--- src/hdl/return_rotate_pkg.sv ---
// constants for the return and rotate execution block
// assumes a 14-bit instruction word and 8-bit data path
package return_rotate_pkg;
	localparam int DATA_W = 8;
	localparam int PC_W = 15;
	localparam int FADDR_W = 7;
	localparam int IRQ_ENABLE_BIT = 7;
	localparam int CARRY_BIT = 0;
	localparam int RETURN_CYCLES = 2;
	localparam int ROTATE_CYCLES = 1;
	localparam logic [DATA_W-1:0] ACC_RESET = 8'h00;
	localparam logic [PC_W-1:0] PC_RESET = 15'h0000;
	localparam logic DEST_ACC = 1'b0;
	localparam logic DEST_FILE = 1'b1;
	typedef enum logic [2:0] {
		OP_NONE,
		OP_RETURN_FROM_INTERRUPT,
		OP_RETURN_SUB,
		OP_RETURN_LOADING_LITERAL,
		OP_ROTATE_LEFT_CARRY,
		OP_ROTATE_RIGHT_CARRY
	} op_e;
endpackage : return_rotate_pkg

--- src/hdl/rotate_unit.sv ---
// combinational rotate through carry
// assumes operand and carry already selected by the caller
`timescale 1ns/100ps
`default_nettype none
module rotate_unit #(
	parameter int WIDTH = 8
) (
	input  wire logic             dir_left_in,
	input  wire logic [WIDTH-1:0] value_in,
	input  wire logic             carry_in,
	output logic      [WIDTH-1:0] result_out,
	output logic                  carry_out
);
	wire [WIDTH-1:0] left_w  = {value_in[WIDTH-2:0], carry_in};
	wire [WIDTH-1:0] right_w = {carry_in, value_in[WIDTH-1:1]};
	assign result_out = dir_left_in ? left_w : right_w;
	assign carry_out  = dir_left_in ? value_in[WIDTH-1] : value_in[0];
endmodule : rotate_unit
`default_nettype wire

--- src/hdl/return_rotate_exec.sv ---
// execution of return and rotate-through-carry instructions
// assumes the decoder presents one op with a one-cycle start pulse while not busy
// Functional notes
// - return from interrupt pops the stack and loads the popped top into the program counter.
// - return from interrupt also sets the global interrupt enable at bit 7 of the interrupt control register.
// - return from interrupt is one word, takes two instruction cycles and changes no status flag.
// - return from subroutine pops the stack into the program counter in two cycles with flags untouched.
// - return with literal loads the accumulator with the 8-bit literal and changes no status flag.
// - return with literal also loads the program counter from the popped top in two cycles.
// - rotate left moves old carry into bit 0 and old bit 7 into carry, touching only carry.
// - rotate destination 0 writes the accumulator, destination 1 writes back the file register.
// - rotate right moves old carry into bit 7 and old bit 0 into carry, touching only carry.
`timescale 1ns/100ps
`default_nettype none
module return_rotate_exec #(
	parameter int DATA_W  = return_rotate_pkg::DATA_W,
	parameter int PC_W    = return_rotate_pkg::PC_W,
	parameter int FADDR_W = return_rotate_pkg::FADDR_W
) (
	input  wire logic                    clk_in,
	input  wire logic                    rst_n_in,
	input  wire logic                    start_in,
	input  wire return_rotate_pkg::op_e  op_in,
	input  wire logic [DATA_W-1:0]       literal_in,
	input  wire logic [FADDR_W-1:0]      file_addr_in,
	input  wire logic                    dest_in,
	input  wire logic [DATA_W-1:0]       file_data_in,
	input  wire logic                    carry_in,
	input  wire logic [PC_W-1:0]         stack_top_in,
	output logic                         busy_out,
	output logic                         done_out,
	output logic                         stack_pop_out,
	output logic                         pc_load_out,
	output logic [PC_W-1:0]              pc_out,
	output logic                         acc_we_out,
	output logic [DATA_W-1:0]            acc_out,
	output logic                         file_we_out,
	output logic [FADDR_W-1:0]           file_addr_out,
	output logic [DATA_W-1:0]            file_data_out,
	output logic                         carry_we_out,
	output logic                         carry_out,
	output logic                         irq_enable_set_out,
	output logic [DATA_W-1:0]            irq_enable_mask_out
);
	typedef enum logic [1:0] {
		ST_IDLE,
		ST_SECOND
	} state_e;
	state_e                 state_q;
	state_e                 state_d;
	return_rotate_pkg::op_e op_q;
	logic [DATA_W-1:0]      literal_q;
	logic                   busy_q;
	logic                   done_q;
	logic                   pop_q;
	logic                   pc_load_q;
	logic [PC_W-1:0]        pc_q;
	logic                   acc_we_q;
	logic [DATA_W-1:0]      acc_q;
	logic                   file_we_q;
	logic [FADDR_W-1:0]     file_addr_q;
	logic [DATA_W-1:0]      file_data_q;
	logic                   carry_we_q;
	logic                   carry_q;
	logic                   gie_q;
	logic [DATA_W-1:0]      gie_mask_q;

	wire [DATA_W-1:0] rot_result_w;
	wire              rot_carry_w;
	wire take_w     = start_in && (state_q == ST_IDLE);
	wire is_rot_w   = (op_in == return_rotate_pkg::OP_ROTATE_LEFT_CARRY) ||
	                  (op_in == return_rotate_pkg::OP_ROTATE_RIGHT_CARRY);
	wire is_ret_w   = (op_in == return_rotate_pkg::OP_RETURN_FROM_INTERRUPT) ||
	                  (op_in == return_rotate_pkg::OP_RETURN_SUB) ||
	                  (op_in == return_rotate_pkg::OP_RETURN_LOADING_LITERAL);
	wire rot_go_w   = take_w && is_rot_w;
	wire ret_go_w   = take_w && is_ret_w;
	wire finish_w   = (state_q == ST_SECOND);
	wire to_file_w  = (dest_in == return_rotate_pkg::DEST_FILE);
	wire to_acc_w   = (dest_in == return_rotate_pkg::DEST_ACC);
	wire fin_gie_w  = finish_w && (op_q == return_rotate_pkg::OP_RETURN_FROM_INTERRUPT);
	wire fin_lit_w  = finish_w && (op_q == return_rotate_pkg::OP_RETURN_LOADING_LITERAL);
	wire is_left_w  = (op_in == return_rotate_pkg::OP_ROTATE_LEFT_CARRY);
	wire rot_acc_w  = rot_go_w && to_acc_w;
	wire rot_file_w = rot_go_w && to_file_w;
	wire acc_load_w = rot_acc_w || fin_lit_w;
	wire [DATA_W-1:0] acc_next_w = rot_acc_w ? rot_result_w : literal_q;
	// mask is a constant; registering the select keeps the output a plain flop
	wire [DATA_W-1:0] gie_mask_w = DATA_W'(1) << return_rotate_pkg::IRQ_ENABLE_BIT;

	rotate_unit #(
		.WIDTH(DATA_W)
	) u_rotate (
		.dir_left_in(is_left_w),
		.value_in   (file_data_in),
		.carry_in   (carry_in),
		.result_out (rot_result_w),
		.carry_out  (rot_carry_w)
	);

	// returns take a second cycle: the stack pops and the pc reloads on cycle two
	always_comb begin
		state_d = state_q;
		unique case (state_q)
			ST_IDLE: begin
				if (ret_go_w) begin
					state_d = ST_SECOND;
				end
			end
			ST_SECOND: begin
				state_d = ST_IDLE;
			end
			default: state_d = ST_IDLE;
		endcase
	end

	always_ff @(posedge clk_in) begin
		if (!rst_n_in) begin
			state_q <= ST_IDLE;
		end else begin
			state_q <= state_d;
		end
	end

	// literal_in may move on after the take edge, so it is held here
	always_ff @(posedge clk_in) begin
		if (!rst_n_in) begin
			op_q      <= return_rotate_pkg::OP_NONE;
			literal_q <= return_rotate_pkg::ACC_RESET;
		end else if (ret_go_w) begin
			op_q      <= op_in;
			literal_q <= literal_in;
		end
	end

	always_ff @(posedge clk_in) begin
		if (!rst_n_in) begin
			busy_q    <= 1'b0;
			done_q    <= 1'b0;
			pop_q     <= 1'b0;
			pc_load_q <= 1'b0;
		end else begin
			busy_q    <= ret_go_w;
			done_q    <= rot_go_w || finish_w;
			pop_q     <= finish_w;
			pc_load_q <= finish_w;
		end
	end

	always_ff @(posedge clk_in) begin
		if (!rst_n_in) begin
			pc_q <= return_rotate_pkg::PC_RESET;
		end else if (finish_w) begin
			pc_q <= stack_top_in;
		end
	end

	always_ff @(posedge clk_in) begin
		if (!rst_n_in) begin
			acc_we_q <= 1'b0;
			acc_q    <= return_rotate_pkg::ACC_RESET;
		end else begin
			acc_we_q <= acc_load_w;
			if (acc_load_w) begin
				acc_q <= acc_next_w;
			end
		end
	end

	// file data follows every rotate; only the write strobe says whether it counts
	always_ff @(posedge clk_in) begin
		if (!rst_n_in) begin
			file_we_q   <= 1'b0;
			file_addr_q <= '0;
			file_data_q <= return_rotate_pkg::ACC_RESET;
		end else begin
			file_we_q <= rot_file_w;
			if (rot_go_w) begin
				file_addr_q <= file_addr_in;
				file_data_q <= rot_result_w;
			end
		end
	end

	// only rotates touch a flag; returns never raise carry_we
	always_ff @(posedge clk_in) begin
		if (!rst_n_in) begin
			carry_we_q <= 1'b0;
			carry_q    <= 1'b0;
		end else begin
			carry_we_q <= rot_go_w;
			if (rot_go_w) begin
				carry_q <= rot_carry_w;
			end
		end
	end

	always_ff @(posedge clk_in) begin
		if (!rst_n_in) begin
			gie_q      <= 1'b0;
			gie_mask_q <= '0;
		end else begin
			gie_q      <= fin_gie_w;
			gie_mask_q <= fin_gie_w ? gie_mask_w : '0;
		end
	end

	assign busy_out            = busy_q;
	assign done_out            = done_q;
	assign stack_pop_out       = pop_q;
	assign pc_load_out         = pc_load_q;
	assign pc_out              = pc_q;
	assign acc_we_out          = acc_we_q;
	assign acc_out             = acc_q;
	assign file_we_out         = file_we_q;
	assign file_addr_out       = file_addr_q;
	assign file_data_out       = file_data_q;
	assign carry_we_out        = carry_we_q;
	assign carry_out           = carry_q;
	assign irq_enable_set_out  = gie_q;
	assign irq_enable_mask_out = gie_mask_q;
endmodule : return_rotate_exec
`default_nettype wire

--- config.mk ---
export PLATFORM = sky130hd
export DESIGN_NAME = return_rotate_exec
export DESIGN_NICKNAME = d
export VERILOG_FILES = /design/src/hdl/return_rotate_pkg.sv /design/src/hdl/rotate_unit.sv /design/src/hdl/return_rotate_exec.sv
export SDC_FILE = /design/constraint.sdc
export NUM_CORES = 1
export LEC_CHECK = 0
export BUFFER_PORTS_ARGS = -buffer_cell sky130_fd_sc_hd__buf_4
export CAP_MARGIN = 20
export CORE_MARGIN = 8
export CORE_UTILIZATION = 40
export CTS_CLUSTER_SIZE = 24
export DETAILED_ROUTE_END_ITERATION = 10
export PLACE_DENSITY = 0.67
export SYNTH_ARGS = -nofsm -noshare
export SYNTH_HDL_FRONTEND = slang
export SYNTH_HIERARCHICAL = 1
export SYNTH_SLANG_ARGS = --single-unit
--- constraint.sdc ---
create_clock -name clk_in -period 2.3 [get_ports clk_in]
set_clock_uncertainty 0.15 [all_clocks]
set_input_delay 0.23 -clock clk_in [delete_from_list [all_inputs] [get_ports clk_in]]
set_output_delay 0.23 -clock clk_in [all_outputs]
set_load 0.01 [all_outputs]
==> results.json, run 1 <==
{
  "cts_buffers": 9,
  "cp_max_fo": 20,
  "arrival_ns": 1.77,
  "drt_iter0_drc": 110,
  "vias": 2109,
  "post_cts_buffers": 0,
  "max_freq_mhz": 589,
  "htree_levels": 3,
  "pin_count": 101,
  "synth_top_family_by_area": "simple AND/OR/NAND/NOR gates",
  "coreArea_um2": 6240,
  "nets": 404,
  "postRouteWirelength_um": 6720,
  "hold_viol": 0,
  "timing.slew.headroom": 0.653,
  "synth_xor_xnor_area_share": 0,
  "die-height_um": 95.4,
  "clkLatencyLatePin_ns": 0.33,
  "postRouteAntennaNets": 0,
  "tightestPinTransition_ns": 0.519,
  "clk_path_buf_depth": 2,
  "max_cap_viol_count": 0,
  "ys_ff_latch": 58,
  "layout_setup_ws_ns": 0.603,
  "die_x_um": 95.4,
  "synthAdderAreaFrac": 0,
  "power_density_nw_per_um2": 626,
  "rsz0062_at_grt": "false",
  "hold_path_depth": 3,
  "reg2reg_to": "op_q[1]$_SDFFE_PN0P_",
  "layout_common_cells": "buf_4, dfxtp_1, nand2_1",
  "p_leak_uw": 0.00152,
  "cts_resized": 0,
  "crit_type": "reg -> reg",
  "r2r_slack_ns": 0.60,
  "cp-endpoint": "op_q[1]$_SDFFE_PN0P_",
  "hold_class": "in -> reg",
  "fin_hold_ws_ns": 0.0138,
  "grt-ovfl-total": 0,
  "startpoint_type": "flop",
  "yosys.area_share.simple": 0.176,
  "synthMuxAreaShare": 0.113,
  "required_ns": 2.37,
  "grt_pass1_vias": 2104,
  "r2r_start": "state_q[0]$_SDFFE_PN0P_",
  "gp_congestion": 0.773,
  "start_util": 0.404,
  "rr_worst_depth": 4,
  "min_period_ns": 1.70,
  "finalSetupViolations": 0,
  "grt_pass1_wl_um": 10300,
  "grt_max_degree": 57,
  "post_drt_via_cell_ratio": 4.80,
  "drive_gt1_frac": 0.351,
  "port-buffer-count": 93,
  "yosysSeqAreaShare": 0.460,
  "antennaDiodeCount": 0,
  "final_common_cell": "buf_4",
  "place_ws_ns": 0.609,
  "slew_viol_final": 0,
  "syn_inst": 254,
  "setup_tns_ns": 0,
  "postSynthAreaPerCell_um2": 9.94,
  "synth_compound_area_frac": 0.164,
  "status": "completed",
  "synth_area_um2": 2520,
  "synthDistinctLibCells": 37,
  "crit_start": "state_q[0]$_SDFFE_PN0P_",
  "dr.pass1.iters": 4,
  "grt_use_total": 0.147,
  "detail_route.wl_per_cell_um": 15.3,
  "drc": 0,
  "yosysWarnings": 6,
  "grt_antenna_before_repair": 0,
  "cp-end-kind": "flop",
  "cts.sinks": 58,
  "hpwl_um": 4820,
  "cts_tree": "done",
  "clk_pin_slew_ns": 0.06,
  "syn2layout_area_growth_pct": 40.2,
  "rows": 29,
  "period_share": 0.738,
  "die-area_um2": 9110,
  "root_buffer": "clkbuf_8",
  "ir_worst_vdd_mv": 0.352
}
-- final cells by class --
cell class / instances / area (µm²)
clock buffers: 13 / 179
clock inverters: 2 / 10.0
fillers: 580 / 2700
inverters: 3 / 11.3
multi-input cells: 171 / 1170
flip-flops and latches: 58 / 1160
well taps: 77 / 96.3
repair buffers: 115 / 911
-- worst max-delay path: stages (launching register included) --
cell and delay [ns]:
dfxtp_1 0.32, buf_4 0.23, or3b_1 0.55, o21ai_0 0.24
a21boi_1 0.09
-- power breakdown --
group          total, µW  switching [µW]  internal (µW)
logic                284             123            161
clock network        875             376            499
registers           1060            17.7           1040
-- how the worst min path moves through the flow --
stage                                    start                             to
after floorplan                file_addr_in[0]  file_addr_out[0]$_SDFFE_PN0N_
after global placement    op_q[2]$_SDFFE_PN0P_           op_q[2]$_SDFFE_PN0P_
after detailed placement  op_q[2]$_SDFFE_PN0P_           op_q[2]$_SDFFE_PN0P_
after CTS                        literal_in[3]      literal_q[3]$_SDFFE_PN0P_
after global routing           stack_top_in[7]         pc_out[7]$_SDFFE_PN0P_
final                          stack_top_in[1]         pc_out[1]$_SDFFE_PN0P_
-- synth_stat cells (all sizes together) --
master,number,area [µm²]
mux2,9,135
nand2,42,158
or2,2,12.5
mux2i,15,150
a21boi,30,225
and4b,1,10.0
nor3b,1,18.8
o21ai,11,58.8
nand4b,1,15.0
a32oi,4,35.0
or3b,1,8.76
o21a,1,7.51
buf,22,181
dfxtp,58,1160
o221a,1,11.3
o211ai,4,30.0
nand4bb,1,11.3
a21oi,1,5.00
nor2,1,3.75
a31oi,3,18.8
and2,3,18.8
conb,1,3.75
clkbuf,6,22.5
o31ai,3,22.5
nor2b,15,93.8
and4bb,2,28.8
and3,4,25.0
inv,3,11.3
nand3,8,40.0
-- through the flow --
stage               instances  utilization  power (µW)  instance area (µm²)
floorplan                 260            -        1230                 2550
global placement          405        0.506        1330                 3160
detailed placement        405        0.506        1330                 3160
CTS                       439        0.567        2240                 3540
global route              439        0.567        2310                 3540
finish                    439        0.567        2210                 3540
-- cell families after synthesis --
logic type             after synthesis
other                                1
flip-flops                          58
multiplexers                        24
AO/OA/AOI/OAI                       58
buffers and inverters               31
AND/OR/NAND/NOR                     82
-- registers in the layout, summed over array words and instances (netlist names), 3 cells and up --
register	cells
pc_out	15
file_addr_out	7
acc_out	8
file_data_out	8
literal_q	8
op_q	3
-- routing by layer --
layer,part of all wire,track usage
met1,0.42,0.173
met2,0.48,0.234
met3,0.079,0.0433
met4,0.025,0.0858
met5,0,0
-- repair_timing --
action / 4_1_cts / 5_1_grt
endpoints found under the hold margin: 19 / 0
hold buffers: 19 / 0
endpoints found under the setup margin: 0 / 0
No activity file was read; power rests on OpenSTA's default activity.
==> inputs of run 2 (changes only) <==
--- a/config.mk
+++ b/config.mk
@@ -11,7 +11,7 @@
 export CORE_UTILIZATION = 40
 export CTS_CLUSTER_SIZE = 24
 export DETAILED_ROUTE_END_ITERATION = 10
-export PLACE_DENSITY = 0.67
+export PLACE_DENSITY = 0.7
 export SYNTH_ARGS = -nofsm -noshare
 export SYNTH_HDL_FRONTEND = slang
 export SYNTH_HIERARCHICAL = 1
==> constraint.sdc (replaced) <==
create_clock -name clk_in -period 1.5 [get_ports clk_in]
set_clock_uncertainty 0.15 [all_clocks]
set_input_delay 0.15 -clock clk_in [delete_from_list [all_inputs] [get_ports clk_in]]
set_output_delay 0.15 -clock clk_in [all_outputs]
set_load 0.01 [all_outputs]
==> run 2 against run 1 <==
Net effect: worst hold slack barely moved; via count rose by 5.1%; clock power rose by 95%; sequential power rose by 53%; utilization rose by 4.7 points; first-iteration DRC count fell by 21%; critical path depth did not move; worst setup slack got worse by 0.50 ns; critical endpoint is now acc_out[7]$_SDFFE_PN0P_.
==> results.json, run 2 (synthesis results as in run 1) <==
{
  "cts_buffers": 9,
  "p_leak_uw": 0.00166,
  "finalPower_uw": 3820,
  "vias": 2217,
  "p_int_uw": 2980,
  "grt-ovfl-total": 0,
  "postRouteAntennaNets": 0,
  "rr_worst_depth": 4,
  "detail_route.wl_per_cell_um": 16.0,
  "grt_antenna_before_repair": 0,
  "switchingPower_uw": 845,
  "power_frac_clock": 0.446,
  "gp_congestion": 0.809,
  "switching_share": 0.221,
  "drt_iter0_drc": 87,
  "min-delay-start": "rst_n_in",
  "max_freq_mhz": 716,
  "start_util": 0.404,
  "finalSetupViolations": 0,
  "dr.pass1.iters": 4,
  "dpl_cell_area_um2": 3280,
  "hold_path_depth": 3,
  "cts.sinks": 58,
  "pin_count": 101,
  "nets": 429,
  "r2r_slack_ns": 0.10,
  "slew_viol_final": 0,
  "period_share": 0.932,
  "p_seq_frac": 0.424,
  "dp.cells": 418,
  "port-buffer-count": 93,
  "grt_pass1_wl_um": 11300,
  "arrival_ns": 1.47,
  "clkLatencyLatePin_ns": 0.33,
  "drive_gt1_frac": 0.369,
  "crit_type": "reg -> reg",
  "min_period_ns": 1.40,
  "hold_class": "in -> reg",
  "clk_path_buf_depth": 2,
  "ir_worst_vdd_mv": 0.544,
  "min_to": "acc_out[6]$_SDFFE_PN0P_",
  "grt_max_degree": 25,
  "cp_max_fo": 24,
  "rsz0062_at_grt": "false",
  "hold_viol": 0,
  "clk_pin_slew_ns": 0.07,
  "drc": 0,
  "layout_common_cells": "buf_4, dfxtp_1, nand2_1",
  "grt_use_total": 0.162,
  "max_cap_viol_count": 0,
  "post_cts_buffers": 0,
  "grt_pass1_vias": 2248,
  "die-height_um": 95.4,
  "post_drt_via_cell_ratio": 4.77,
  "p_comb_frac": 0.130,
  "root_buffer": "clkbuf_8",
  "hpwl_um": 5170,
  "final_common_cell": "buf_4",
  "htree_levels": 3,
  "postRouteWirelength_um": 7440,
  "startpoint_type": "flop",
  "largest_reg_flops": 15,
  "antennaDiodeCount": 0,
  "power_density_nw_per_um2": 998,
  "fin_area_um2": 3830,
  "cts_tree": "done",
  "syn2layout_area_growth_pct": 51.8,
  "die-area_um2": 9110,
  "required_ns": 1.57,
  "reg2reg_to": "acc_out[7]$_SDFFE_PN0P_",
  "rows": 29,
  "stdcell_count": 465,
  "die_x_um": 95.4,
  "r2r_start": "state_q[0]$_SDFFE_PN0P_",
  "status": "completed",
  "cp-end-kind": "flop",
  "coreArea_um2": 6240
}
==> run 2: cell count changes in the layout (fill, tap and decap cells not counted), moves of 2 or more <==
cell           before  now
buf_12              0    2
buf_4              96  107
bufinv_16           0    3
clkbuf_8           13    9
dlygate4sd3_1      19   30
==> run 2: worst max-delay path by stage <==
| stage | startpoint | slack, ns | depth (start not counted) | end |
|---|---|---|---|---|
| finish | state_q[0]$_SDFFE_PN0P_ | 0.10 | 4 | acc_out[7]$_SDFFE_PN0P_ |
| global route | state_q[0]$_SDFFE_PN0P_ | 0.02 | 4 | file_data_out[2]$_SDFFE_PN0N_ |
| CTS | state_q[0]$_SDFFE_PN0P_ | 0.03 | 3 | op_q[1]$_SDFFE_PN0P_ |
| detailed placement | op_in[1] | -0.07 | 7 | acc_out[4]$_SDFFE_PN0P_ |
| global placement | op_in[1] | -0.04 | 7 | acc_out[3]$_SDFFE_PN0P_ |
| floorplan | op_in[1] | 0.14 | 6 | acc_out[3]$_SDFFE_PN0P_ |
==> run 2: stage by stage <==
step / util / worst slack [ns] / hold slack (ns) / setup TNS, ns
3_5_place_dp: 0.526 / -0.0682 / 0.257 / -0.286
6_report: 0.614 / 0.102 / 0.0136 / 0
4_1_cts: 0.611 / 0.0319 / 0.00492 / 0
5_1_grt: 0.614 / 0.0196 / 0.0137 / 0
2_1_floorplan: - / 0.145 / 0.135 / 0
3_3_place_gp: 0.526 / -0.0398 / 0.247 / -0.139
==> run 2: worst max-delay path, stage by stage (launching register included) <==
cell and delay (ns):
dfxtp_2 0.41, nand4bb_1 0.22, buf_12 0.20, o21ai_2 0.08, o221a_2 0.24
==> run 2: metal layers <==
layer  GRT usage  wire, µm
met2       0.269      3640
met1       0.188      3180
met3      0.0417       456
met4      0.0883       161
met5           0         0
==> run 2: cell type report <==
class / count / area, µm²
Sequential cell: 58 / 1160
Timing Repair Buffer: 139 / 1140
Fill cell: 543 / 2410
Multi-Input combinational cell: 172 / 1180
Clock buffer: 10 / 128
Inverter: 3 / 11.3
Tap cell: 77 / 96.3
Clock inverter: 6 / 105
==> run 2: what timing repair did <==
item                                    CTS  global route
hold endpoints to repair                 30             0
gates resized for setup                   0             2
endpoints found under the setup margin    0            19
hold buffers                             30             0
==> run 2: power groups by stage <==
stage | registers [µW] | logic [µW] | clock network [µW]
after global routing | 1620 | 537 | 1820
after CTS | 1620 | 489 | 1750
after floorplan | 1660 | 218 | 0
after global placement | 1650 | 420 | 0
after detailed placement | 1650 | 425 | 0
final | 1620 | 497 | 1710
==> inputs of run 3 (changes only) <==
--- a/config.mk
+++ b/config.mk
@@ -11,7 +11,7 @@
 export CORE_UTILIZATION = 40
 export CTS_CLUSTER_SIZE = 24
 export DETAILED_ROUTE_END_ITERATION = 10
-export PLACE_DENSITY = 0.7
+export PLACE_DENSITY = 0.67
 export SYNTH_ARGS = -nofsm -noshare
 export SYNTH_HDL_FRONTEND = slang
 export SYNTH_HIERARCHICAL = 1
==> constraint.sdc (replaced) <==
create_clock -name clk_in -period 1.49 [get_ports clk_in]
set_clock_uncertainty 0.15 [all_clocks]
set_input_delay 0.149 -clock clk_in [delete_from_list [all_inputs] [get_ports clk_in]]
set_output_delay 0.149 -clock clk_in [all_outputs]
set_load 0.01 [all_outputs]
==> run 3 against run 2 <==
Net effect: global-route usage shrank 0.096 points; via count is essentially flat; first-iteration DRC count up 8.0%; largest power group is now registers.
==> results.json, run 3 (synthesis results as in run 1) <==
{
  "grt_use_total": 0.161,
  "clkLatencyLatePin_ns": 0.33,
  "final_common_cell": "buf_4",
  "grt_antenna_before_repair": 0,
  "coreArea_um2": 6240,
  "layout_common_cells": "buf_4, dfxtp_1, nand2_1",
  "post_drt_via_cell_ratio": 4.80,
  "detail_route.wl_per_cell_um": 15.7,
  "power_density_nw_per_um2": 981,
  "die-area_um2": 9110,
  "gp_congestion": 0.759,
  "post_cts_buffers": 0,
  "port-buffer-count": 93,
  "ir_worst_vdd_mv": 0.649,
  "cp_max_fo": 10,
  "fin_area_um2": 3800,
  "die_x_um": 95.4,
  "cts_buffers": 9,
  "status": "completed",
  "stdcell_count": 461,
  "syn2layout_area_growth_pct": 50.6,
  "startpoint_type": "flop",
  "largest_reg_flops": 15,
  "drive_gt1_frac": 0.357,
  "drc": 0,
  "dr.pass1.iters": 4,
  "grt_max_degree": 41,
  "start_util": 0.404,
  "max_cap_viol_count": 0,
  "postRouteWirelength_um": 7240,
  "clk_path_buf_depth": 2,
  "die-height_um": 95.4,
  "hold_viol": 0,
  "multi_input_area_um2": 1170,
  "root_buffer": "clkbuf_8",
  "period_share": 0.932,
  "layout_setup_ws_ns": 0.102,
  "final_util": 0.609,
  "grt_pass1_vias": 2293,
  "vias": 2215,
  "dpl_cell_area_um2": 3260,
  "max_freq_mhz": 720,
  "antennaDiodeCount": 0,
  "min_period_ns": 1.39,
  "rows": 29,
  "ff_latch_area_um2": 1160,
  "pin_count": 101,
  "hpwl_um": 4990,
  "cts.sinks": 58,
  "htree_levels": 3,
  "p_leak_uw": 0.00163,
  "nets": 425,
  "crit_type": "reg -> reg",
  "place_ws_ns": -0.0690,
  "cts_tree": "done",
  "finalSetupViolations": 0,
  "postRouteAntennaNets": 0,
  "hold_class": "in -> reg",
  "fill_cells": 551,
  "rsz0062_at_grt": "false",
  "arrival_ns": 1.50,
  "grt-ovfl-total": 0,
  "required_ns": 1.60,
  "cp-end-kind": "flop",
  "finalPower_uw": 3730,
  "slew_viol_final": 0,
  "drt_iter0_drc": 94,
  "clk_pin_slew_ns": 0.07,
  "grt_pass1_wl_um": 11400,
  "dp.cells": 413
}
## run 3: changes by cell type in the layout (fill, tap and decap cells not counted), sizes merged
cell and delta:
clkinv -1, clkinvlp +1, dlygate4sd3 +2, buf -5
bufinv -1, clkbuf +1, and4bb -1
## run 3: metrics by stage
step	hold WS, ns	TNS, ns
5_1_grt	0.0644	0
3_5_place_dp	0.255	-0.347
2_1_floorplan	0.134	0
4_1_cts	0.0322	0
3_3_place_gp	0.246	-0.162
6_report	0.0483	0
## run 3: final timing paths
path / start / to / slack [ns] / cells after the start
worst max register to register: state_q[0]$_SDFFE_PN0P_ / file_addr_out[6]$_SDFFE_PN0N_ / 0.10 / 4
worst min register to register: file_addr_out[1]$_SDFFE_PN0N_ / file_addr_out[1]$_SDFFE_PN0N_ / 0.31 / 2
worst min-delay path: op_in[1] / op_q[0]$_SDFFE_PN0P_ / 0.05 / 4
worst max-delay path: state_q[0]$_SDFFE_PN0P_ / file_addr_out[6]$_SDFFE_PN0N_ / 0.10 / 4
## run 3: what timing repair did
item,4_1_cts,5_1_grt
gates resized for setup,1,1
gates cloned,0,0
hold endpoints to repair,32,0
hold buffers,32,0
endpoints found under the setup margin,2,11
## run 3: report_power, final
group | internal (µW) | switching, µW
clock network | 982 | 619
logic | 293 | 203
registers | 1600 | 28.8
## run 3: critical path, cell delays in order, from the launching register on
cell	delay [ns]
dfxtp_2	0.36
and4bb_4	0.38
buf_4	0.20
nand2_1	0.07
a21boi_0	0.15
## run 3: layout make-up
type                    instances  share of cell area
repair buffers                136               0.300
clock buffers                  11              0.0372
multi-input cells             171               0.309
well taps                      77              0.0254
clock inverters                 5              0.0204
inverters                       3             0.00296
flip-flops and latches         58               0.306
## run 3: layer usage
layer,vias up,routed length [µm],global-route usage,part of all wire
met2,74,3530,0.271,0.49
met1,1019,3090,0.185,0.43
met5,-,0,0,0
li1,1108,-,-,-
met4,0,129,0.0640,0.018
met3,14,491,0.0535,0.068
